==> src/hw/tes_regs.vh <==
// Functional notes
// - capture_sync_select: 0 free-run (default), 1 triggered operation.
// - capture_sequence_select: 0 edge, 1 pulse width, 6 burst; default 0.
// - edge sequence: one trigger starts one exposure of integration_duration length.
// - pulse-width sequence: exposure lasts while the trigger pin stays active.
// - burst sequence: one trigger gives burst_frame_total frames, range 0 to 255; a value of 0 gives one frame.
// - burst_frame_total is ignored outside the burst sequence.
// - fire_origin_select: 0 input a, 1 input b, 2 link, 64 software.
// - trigger packets arriving over the camera link are accepted as triggers.
// - pin triggers act on an edge whose polarity is programmable.
// - fire_to_expose_lag delays exposure, 0 to 25000000 units of 1/125 us.
// - the lag applies to pin and software triggers alike.
// - a software fire write makes one trigger; its latency is not fixed.
// - integration_duration ranges 1250 to 200000000, default 1875000, 1/125 us units.
// - integration control picks rate-derived or manual exposure length.
// - exposure longer than the frame period stretches the frame period.
`ifndef TES_REGS_VH
`define TES_REGS_VH

`define TES_OFS_SYNC       6'h00
`define TES_OFS_SWFIRE     6'h04
`define TES_OFS_ORIGIN     6'h08
`define TES_OFS_POLARITY   6'h0C
`define TES_OFS_LAG        6'h10
`define TES_OFS_SEQUENCE   6'h14
`define TES_OFS_BURST      6'h18
`define TES_OFS_DURATION   6'h1C
`define TES_OFS_INTCTRL    6'h20
`define TES_OFS_RATE       6'h24
`define TES_OFS_STATUS     6'h28

`define TES_RST_SYNC       1'h0
`define TES_RST_ORIGIN     7'h00
`define TES_RST_POLARITY   1'h0
`define TES_RST_LAG        25'h0000000
`define TES_RST_SEQUENCE   3'h0
`define TES_RST_BURST      8'h00
`define TES_RST_DURATION   28'h01C9C38
`define TES_RST_INTCTRL    1'h0
`define TES_RST_RATE       32'h00408724

`define TES_SEQ_EDGE       3'h0
`define TES_SEQ_PULSE      3'h1
`define TES_SEQ_BURST      3'h6
`define TES_ORG_PIN_A      7'h00
`define TES_ORG_PIN_B      7'h01
`define TES_ORG_LINK       7'h02
`define TES_ORG_SOFT       7'h40

`define TES_LAG_MAX        25'h17D7840
`define TES_DUR_MIN        28'h00004E2
`define TES_DUR_MAX        28'hBEBC200
`define TES_RATE_MIN       32'h00000FFF

`define TES_CLK_PERIOD_NS  100
`define TES_RAW_PER_US     125
`define TES_RATE_SCALE     65536
`define TES_HALF_PER_CLK   ((2 * `TES_RAW_PER_US * `TES_CLK_PERIOD_NS) / 1000)
`define TES_FRAME_TARGET   (40'd1000000000 / 40'd`TES_CLK_PERIOD_NS * 40'd`TES_RATE_SCALE)

`endif

==> src/hw/tes_top.v <==
// The placing of the registers and the Avalon-MM slave port are this design's own decisions.
`timescale 1ns/1ps
`include "tes_regs.vh"

module tes_top (
	input  wire        i_clk,
	input  wire        i_reset_n,
	input  wire        i_ce,
	input  wire [5:0]  i_avs_address,
	input  wire        i_avs_read,
	input  wire        i_avs_write,
	input  wire [31:0] i_avs_writedata,
	input  wire [3:0]  i_avs_byteenable,
	output wire [31:0] o_avs_readdata,
	output wire        o_avs_waitrequest,
	input  wire        i_iso_input_a,
	input  wire        i_iso_input_b,
	input  wire        i_packet_fire,
	output wire        o_exposure_active,
	output wire        o_frame_start,
	output wire        o_trigger_wait
);

	localparam [2:0] ST_IDLE   = 3'h0;
	localparam [2:0] ST_DELAY  = 3'h1;
	localparam [2:0] ST_EXPOSE = 3'h2;
	localparam [2:0] ST_LEVEL  = 3'h3;
	localparam [2:0] ST_GAP    = 3'h4;

	localparam [31:0] HALF_FULL = `TES_HALF_PER_CLK;
	localparam [29:0] HALF_STEP = HALF_FULL[29:0];
	localparam [39:0] FRAME_TGT = `TES_FRAME_TARGET;

	function [31:0] be_merge;
		input [31:0] old_v;
		input [31:0] new_v;
		input [3:0]  be;
		integer      k;
		begin
			be_merge = old_v;
			for (k = 0; k < 4; k = k + 1) begin
				if (be[k]) begin
					be_merge[8*k +: 8] = new_v[8*k +: 8];
				end
			end
		end
	endfunction

	function [31:0] clamp32;
		input [31:0] v;
		input [31:0] lo;
		input [31:0] hi;
		begin
			if (v < lo) begin
				clamp32 = lo;
			end else if (v > hi) begin
				clamp32 = hi;
			end else begin
				clamp32 = v;
			end
		end
	endfunction

	// register index of a bus address, 0 where nothing is mapped
	function [3:0] reg_idx;
		input [5:0] a;
		begin
			if (a == `TES_OFS_SYNC) begin
				reg_idx = 4'h1;
			end else if (a == `TES_OFS_SWFIRE) begin
				reg_idx = 4'h2;
			end else if (a == `TES_OFS_ORIGIN) begin
				reg_idx = 4'h3;
			end else if (a == `TES_OFS_POLARITY) begin
				reg_idx = 4'h4;
			end else if (a == `TES_OFS_LAG) begin
				reg_idx = 4'h5;
			end else if (a == `TES_OFS_SEQUENCE) begin
				reg_idx = 4'h6;
			end else if (a == `TES_OFS_BURST) begin
				reg_idx = 4'h7;
			end else if (a == `TES_OFS_DURATION) begin
				reg_idx = 4'h8;
			end else if (a == `TES_OFS_INTCTRL) begin
				reg_idx = 4'h9;
			end else if (a == `TES_OFS_RATE) begin
				reg_idx = 4'hA;
			end else if (a == `TES_OFS_STATUS) begin
				reg_idx = 4'hB;
			end else begin
				reg_idx = 4'h0;
			end
		end
	endfunction

	// true for the states in which the sensor integrates
	function is_expo;
		input [2:0] s;
		begin
			is_expo = (s == ST_EXPOSE) | (s == ST_LEVEL);
		end
	endfunction

	reg         sync_q;
	reg  [6:0]  origin_q;
	reg         polarity_q;
	reg  [24:0] lag_q;
	reg  [2:0]  sequence_q;
	reg  [7:0]  burst_q;
	reg  [27:0] duration_q;
	reg         intctrl_q;
	reg  [31:0] rate_q;
	reg         ack_q;
	reg  [31:0] rdata_q;
	reg         sw_fire_q;

	reg  [2:0]  state_q;
	reg  [2:0]  state_d;
	reg  [29:0] tmr_q;
	reg  [29:0] tmr_d;
	reg  [39:0] frm_q;
	reg  [39:0] frm_d;
	reg  [7:0]  left_q;
	reg  [7:0]  left_d;
	reg         pin_a_q;
	reg         pin_b_q;
	reg         exp_act_q;
	reg         fstart_q;
	reg         twait_q;

	wire        req     = i_avs_read | i_avs_write;
	wire        wr_go   = i_avs_write & ack_q;
	wire [31:0] wdat_f  = i_avs_writedata;
	wire [31:0] cur_w;
	reg  [31:0] rd_mux;

	assign o_avs_waitrequest = req & ~ack_q;
	assign o_avs_readdata    = rdata_q;

	// current value of the addressed register, base of a byte-lane merge
	assign cur_w = rd_mux;

	always @* begin
		rd_mux = 32'h00000000;
		if (i_avs_address == `TES_OFS_SYNC) begin
			rd_mux = {31'h00000000, sync_q};
		end else if (i_avs_address == `TES_OFS_ORIGIN) begin
			rd_mux = {25'h0000000, origin_q};
		end else if (i_avs_address == `TES_OFS_POLARITY) begin
			rd_mux = {31'h00000000, polarity_q};
		end else if (i_avs_address == `TES_OFS_LAG) begin
			rd_mux = {7'h00, lag_q};
		end else if (i_avs_address == `TES_OFS_SEQUENCE) begin
			rd_mux = {29'h00000000, sequence_q};
		end else if (i_avs_address == `TES_OFS_BURST) begin
			rd_mux = {24'h000000, burst_q};
		end else if (i_avs_address == `TES_OFS_DURATION) begin
			rd_mux = {4'h0, duration_q};
		end else if (i_avs_address == `TES_OFS_INTCTRL) begin
			rd_mux = {31'h00000000, intctrl_q};
		end else if (i_avs_address == `TES_OFS_RATE) begin
			rd_mux = rate_q;
		end else if (i_avs_address == `TES_OFS_STATUS) begin
			rd_mux = {16'h0000, left_q, 1'b0, state_q,
				2'h0, exp_act_q, (state_q != ST_IDLE)};
		end
	end

	wire [31:0] merged = be_merge(cur_w, wdat_f, i_avs_byteenable);

	// range limits applied before a value is stored
	wire [31:0] lag_clamp = clamp32(merged, 32'h00000000,
		{7'h00, `TES_LAG_MAX});
	wire [31:0] dur_clamp = clamp32(merged, {4'h0, `TES_DUR_MIN},
		{4'h0, `TES_DUR_MAX});
	// unmapped reads return zero, the fire command is write only
	wire        acc_map   = (reg_idx(i_avs_address) != 4'h0);
	wire        acc_fire  = (reg_idx(i_avs_address) == 4'h2);

	// one wait state per access; write lands and read data stands on the
	// edge where waitrequest is seen low
	always @(posedge i_clk or negedge i_reset_n) begin
		if (!i_reset_n) begin
			ack_q      <= 1'b0;
			rdata_q    <= 32'h00000000;
			sw_fire_q  <= 1'b0;
			sync_q     <= `TES_RST_SYNC;
			origin_q   <= `TES_RST_ORIGIN;
			polarity_q <= `TES_RST_POLARITY;
			lag_q      <= `TES_RST_LAG;
			sequence_q <= `TES_RST_SEQUENCE;
			burst_q    <= `TES_RST_BURST;
			duration_q <= `TES_RST_DURATION;
			intctrl_q  <= `TES_RST_INTCTRL;
			rate_q     <= `TES_RST_RATE;
		end else if (i_ce) begin
			ack_q     <= req & ~ack_q;
			sw_fire_q <= 1'b0;
			if (i_avs_read & ~ack_q) begin
				rdata_q <= acc_map ? rd_mux : 32'h00000000;
			end
			if (wr_go) begin
				if (i_avs_address == `TES_OFS_SYNC) begin
					sync_q <= merged[0];
				end else if (acc_fire) begin
					sw_fire_q <= 1'b1;
				end else if (i_avs_address == `TES_OFS_ORIGIN) begin
					origin_q <= merged[6:0];
				end else if (i_avs_address == `TES_OFS_POLARITY) begin
					polarity_q <= merged[0];
				end else if (i_avs_address == `TES_OFS_LAG) begin
					lag_q <= lag_clamp[24:0];
				end else if (i_avs_address == `TES_OFS_SEQUENCE) begin
					sequence_q <= merged[2:0];
				end else if (i_avs_address == `TES_OFS_BURST) begin
					burst_q <= merged[7:0];
				end else if (i_avs_address == `TES_OFS_DURATION) begin
					duration_q <= dur_clamp[27:0];
				end else if (i_avs_address == `TES_OFS_INTCTRL) begin
					intctrl_q <= merged[0];
				end else if (i_avs_address == `TES_OFS_RATE) begin
					rate_q <= clamp32(merged, `TES_RATE_MIN,
						32'hFFFFFFFF);
				end
			end
		end
	end

	// trigger event sources
	wire sel_b    = (origin_q == `TES_ORG_PIN_B);
	wire pin_org  = (origin_q == `TES_ORG_PIN_A) | sel_b;
	wire [1:0] pin_raw  = {i_iso_input_b, i_iso_input_a};
	wire [1:0] pin_hist = {pin_b_q, pin_a_q};
	wire [1:0] pin_act;
	wire [1:0] pin_hit;
	genvar     g;

	// polarity applied per pin so one compare finds either edge
	generate
		for (g = 0; g < 2; g = g + 1) begin : g_pin
			assign pin_act[g] = pin_raw[g] ^ polarity_q;
			assign pin_hit[g] = pin_act[g] & ~(pin_hist[g] ^ polarity_q);
		end
	endgenerate

	wire act_now  = sel_b ? pin_act[1] : pin_act[0];
	wire pin_edge = pin_org & (sel_b ? pin_hit[1] : pin_hit[0]);
	wire link_evt = (origin_q == `TES_ORG_LINK) & i_packet_fire;
	wire soft_evt = (origin_q == `TES_ORG_SOFT) & sw_fire_q;
	wire trig_evt = sync_q & (pin_edge | link_evt | soft_evt);

	// the lag and duration timer counts half raw units, a whole number per clock
	wire [29:0] tmr_nxt  = tmr_q + HALF_STEP;
	wire [39:0] frm_nxt  = frm_q + {8'h00, rate_q};
	wire        frm_done = (frm_nxt >= FRAME_TGT);
	wire        lag_done = (tmr_nxt >= {4'h0, lag_q, 1'b0});
	wire        dur_done = (tmr_nxt >= {1'b0, duration_q, 1'b0});
	wire        exp_done = intctrl_q ? dur_done : frm_done;
	wire        more     = sync_q ? (left_q != 8'h00) : 1'b1;

	always @* begin
		state_d = state_q;
		tmr_d   = tmr_q;
		frm_d   = frm_q;
		left_d  = left_q;
		case (state_q)
		ST_IDLE: begin
			tmr_d = 30'h00000000;
			frm_d = 40'h0000000000;
			if (!sync_q) begin
				state_d = ST_EXPOSE;
			end else if (trig_evt) begin
				state_d = ST_DELAY;
				left_d  = 8'h00;
				if (sequence_q == `TES_SEQ_BURST && burst_q != 8'h00) begin
					left_d = burst_q - 8'h01;
				end
			end
		end
		ST_DELAY: begin
			tmr_d = tmr_nxt;
			if (lag_done) begin
				tmr_d = 30'h00000000;
				frm_d = 40'h0000000000;
				if (sequence_q == `TES_SEQ_PULSE) begin
					state_d = ST_LEVEL;
				end else begin
					state_d = ST_EXPOSE;
				end
			end
		end
		ST_EXPOSE: begin
			tmr_d = tmr_nxt;
			frm_d = frm_nxt;
			if (exp_done) begin
				state_d = ST_GAP;
			end
		end
		ST_LEVEL: begin
			frm_d = frm_nxt;
			if (!act_now) begin
				state_d = ST_GAP;
			end
		end
		ST_GAP: begin
			// frame period is only closed after the exposure ended
			frm_d = frm_nxt;
			if (frm_done) begin
				tmr_d = 30'h00000000;
				frm_d = 40'h0000000000;
				if (more && (sync_q == 1'b0 || sequence_q == `TES_SEQ_BURST)) begin
					state_d = ST_EXPOSE;
					if (sync_q) begin
						left_d = left_q - 8'h01;
					end
				end else begin
					state_d = ST_IDLE;
				end
			end
		end
		default: begin
			state_d = ST_IDLE;
		end
		endcase
	end

	always @(posedge i_clk or negedge i_reset_n) begin
		if (!i_reset_n) begin
			state_q   <= ST_IDLE;
			tmr_q     <= 30'h00000000;
			frm_q     <= 40'h0000000000;
			left_q    <= 8'h00;
			pin_a_q   <= 1'b0;
			pin_b_q   <= 1'b0;
			exp_act_q <= 1'b0;
			fstart_q  <= 1'b0;
			twait_q   <= 1'b0;
		end else if (i_ce) begin
			state_q   <= state_d;
			tmr_q     <= tmr_d;
			frm_q     <= frm_d;
			left_q    <= left_d;
			pin_a_q   <= i_iso_input_a;
			pin_b_q   <= i_iso_input_b;
			exp_act_q <= is_expo(state_d);
			fstart_q  <= is_expo(state_d) & (state_d != state_q);
			twait_q   <= (state_d == ST_IDLE) & sync_q;
		end
	end

	assign o_exposure_active = exp_act_q;
	assign o_frame_start     = fstart_q;
	assign o_trigger_wait    = twait_q;

endmodule // tes_top

==> config.mk <==
export PLATFORM = sky130hd
export DESIGN_NAME = tes_top
export DESIGN_NICKNAME = d
export VERILOG_FILES = /design/src/hw/tes_top.v
export VERILOG_INCLUDE_DIRS = /design/src /design/src/hw
export SDC_FILE = /design/constraint.sdc
export NUM_CORES = 1
export LEC_CHECK = 0
export ABC_AREA = 1
export BUFFER_PORTS_ARGS = -buffer_cell sky130_fd_sc_hd__buf_4
export CAP_MARGIN = 0
export CORE_MARGIN = 4
export CORE_UTILIZATION = 40
export CTS_CLUSTER_SIZE = 16
export DETAILED_ROUTE_END_ITERATION = 6
export PLACE_DENSITY = 0.67
export SYNTH_ARGS = -nofsm -noshare
export SYNTH_HDL_FRONTEND = slang
export SYNTH_SLANG_ARGS = --single-unit
==> constraint.sdc <==
create_clock -name i_clk -period 9.7 [get_ports i_clk]
set_input_delay 0.485 -clock i_clk [delete_from_list [all_inputs] [get_ports i_clk]]
set_output_delay 0.485 -clock i_clk [all_outputs]
set_load 0.005 [all_outputs]
==> reports/qor.yml <==
status: "completed"
cts_setup_buffers: 0
overflow: 0
synth_top_area_share_pct: 31.5
p_sw_w: 0.00152
wl_per_cell_um: 17.9
ys_top_cells_by_area: "dfrtp_1, nand2_1, inv_1"
fp.coreArea_mm2: 0.0409
seqPwrFrac_pct: 30.7
cp-start-kind: "flop"
die_h_um: 212
num_io_pins: 86
netlist_instances: 2467
hp-class: "in2reg"
slew_viol_final: 0
crit_arrival_ns: 5.49
drc: 0
drt-initial-drc-count: 1808
htreeDepth: 1
yosysSeqAreaShare_pct: 34.2
clock-sinks: 226
worstRegToRegCells: 18
die_area_mm2: 0.0449
p_leak_nw: 9.94
area_growth_pct: 12.3
yosys.area.top_type: "dfrtp_1"
slew_headroom_pct: 29.8
min-delay-start: "i_iso_input_b"
start_util_pct: 40.6
layout_common_cells: "nand2_1, inv_1, dfrtp_1"
hold_viol_final: 0
finalSetupViolations: 0
ys_types: 57
max_freq_ghz: 0.197
grt_max_degree: 100
synth_edf_count: 0
worstSetupStartpoint: "tmr_q[0]"
fin_nets: 2669
final_common_cell: "nand2_1"
cts_tree: "built"
clock_skew_ns: 0.0272
place.gp.congestion: 0.950
drive_gt1_share_pct: 9.49
max_cap_violations: 0
syn_nets: 2607
cts_root_buf: "clkbuf_16"
cts_made_buffers: 28
synth_area_mm2: 0.0166
drt-vias-per-instance: 5.37
ys_ff_latch: 226
dp_hpwl_um: 43000
grt_pass1_wl_um: 86800
clkTransAtPathRegs_ns: 0.06
rows: 74
ys_warn_count: 0
io_buffer_count: 85
worstHoldPathCells: 3
worst_slew_pin_slew_ns: 1.04
clkPwrFrac_pct: 31.1
power_density_mw_per_mm2: 199
vias: 16500
grt_usage_pct: 24.1
tns_ns: 0
routed_wl_um: 55100
period_needed_ns: 5.07
clock_path_buffers: 3
grt_pass1_vias: 15800
first_pass_iters: 6
insertion_delay_ns: 0.59
syn_area_per_cell_um2: 6.73
swShare_pct: 40.9
critPathMaxFanout: 48
r2r_start: "tmr_q[0]"
pwr-share-comb_pct: 38.1
dieWidth_um: 212
worst-setup-path-type: "reg2reg"
diodes: 0
total_power_w: 0.00371
drtAntennaViolNets: 0
min_period_over_period_pct: 52.2
endpoint_kind: "flop"
grt_antenna_before_repair: 0
p_int_w: 0.00219
async_flop_share_pct: 100
rsz0062_at_grt: "no"
ys.flop_type: "dfrtp_1"
cp.required_ns: 10.12
vdd_ir_drop_max_uv: 171
kinds of logic after synthesis:
| kind of cell | count (synthesis) | synth area share (%) |
|---|---|---|
| flops | 226 | 34.2 |
| compound gates | 353 | 12.5 |
| xor+xnor | 52 | 2.74 |
| fa+ha+maj | 90 | 6.82 |
| simple gates | 1276 | 32.3 |
| buf+inv | 470 | 11.4 |
flip-flops by register name (all words and copies together) (netlist names):
name,cells
pin_b_q,1
pin_a_q,1
o_frame_start,1
rate_q,32
ack_q,1
sw_fire_q,1
burst_q,8
origin_q,7
tmr_q,30
polarity_q,1
o_exposure_active,1
sequence_q,3
sync_q,1
o_avs_readdata,32
state_q,3
duration_q,28
frm_q,40
intctrl_q,1
o_trigger_wait,1
lag_q,25
left_q,8
synthesized netlist by cell type, types with 9 or more instances:
master	n
nand3_1	143
dfstp_2	17
buf_6	11
clkbuf_1	28
inv_1	395
ha_1	89
o21ai_2	21
a22oi_1	9
nand2_2	12
o21ai_0	121
inv_2	12
xor2_1	44
o221ai_1	9
o21ai_1	38
nor3_1	31
nor2_1	199
buf_2	11
nand2_1	781
a21oi_1	83
o22ai_1	32
or2_2	9
nand4_1	64
nor4_1	10
dfrtp_1	209
power groups by stage:
stage	Sequential, W	Clock [W]	Combinational [W]
final	0.00114	0.00116	0.00142
after global routing	0.00115	0.00121	0.00160
after CTS	0.00114	0.00117	0.00140
after detailed placement	0.00115	0	0.00139
after global placement	0.00115	0	0.00137
after floorplan	0.00113	0	0.00102
critical path, stage by stage (launching register included):
cell	delay [ns]
dfrtp_1	0.46
nand3_1	0.16
nand2_1	0.12
nand4_1	0.12
or2_2	0.35
nor4_1	0.44
nand2_1	0.16
or2_2	0.31
xor2_1	0.21
inv_1	0.10
ha_1	0.30
a21oi_1	0.15
o21ai_0	0.11
nor2_1	0.18
nand3_2	0.23
nand2_2	0.59
inv_2	0.52
nand4_1	0.23
o21ai_0	0.10
path summary, 6_finish.rpt:
kind | slack [ns] | to
max | 4.63 | frm_q[33]
min | 0.11 | pin_b_q
max reg2reg | 4.63 | frm_q[33]
min reg2reg | 0.47 | duration_q[4]
max in group asynchronous | 7.77 | frm_q[29]
min in group asynchronous | 0.51 | sequence_q[0]
final cells by class:
cell class | instances | area (um^2)
clock buffer | 37 | 795
clock inverter | 13 | 219
fill | 4212 | 22300
inverter | 409 | 1540
multi-input combinational | 1771 | 9050
sequential | 226 | 5680
tap | 532 | 666
timing repair buffer | 93 | 708
repair_timing:
action | CTS | global route
endpoints found under the hold margin | 80 | 0
resized for setup | 0 | 0
hold buffers | 1 | 0
through the flow:
step | utilization (%) | instance area (um^2) | instances | hold slack, ns | setup WS (ns)
CTS | 45.6 | 18700 | 3081 | 0.0910 | 4.73
floorplan | - | 16600 | 2467 | 0.189 | 6.23
global route | 45.6 | 18700 | 3081 | 0.120 | 4.12
finish | 45.6 | 18700 | 3081 | 0.113 | 4.63
global placement | 43.1 | 17600 | 3030 | 0.461 | 4.85
detailed placement | 43.1 | 17600 | 3030 | 0.463 | 4.75
per-layer routing:
metal	vias up	track usage, %	share of wire [%]
met4	0	7.40	3.5
met5	-	0	0
met2	590	38.3	45
met1	7795	34.4	45
met3	116	2.92	6.6
li1	8038	-	-
(Power assumes the default switching activity.)
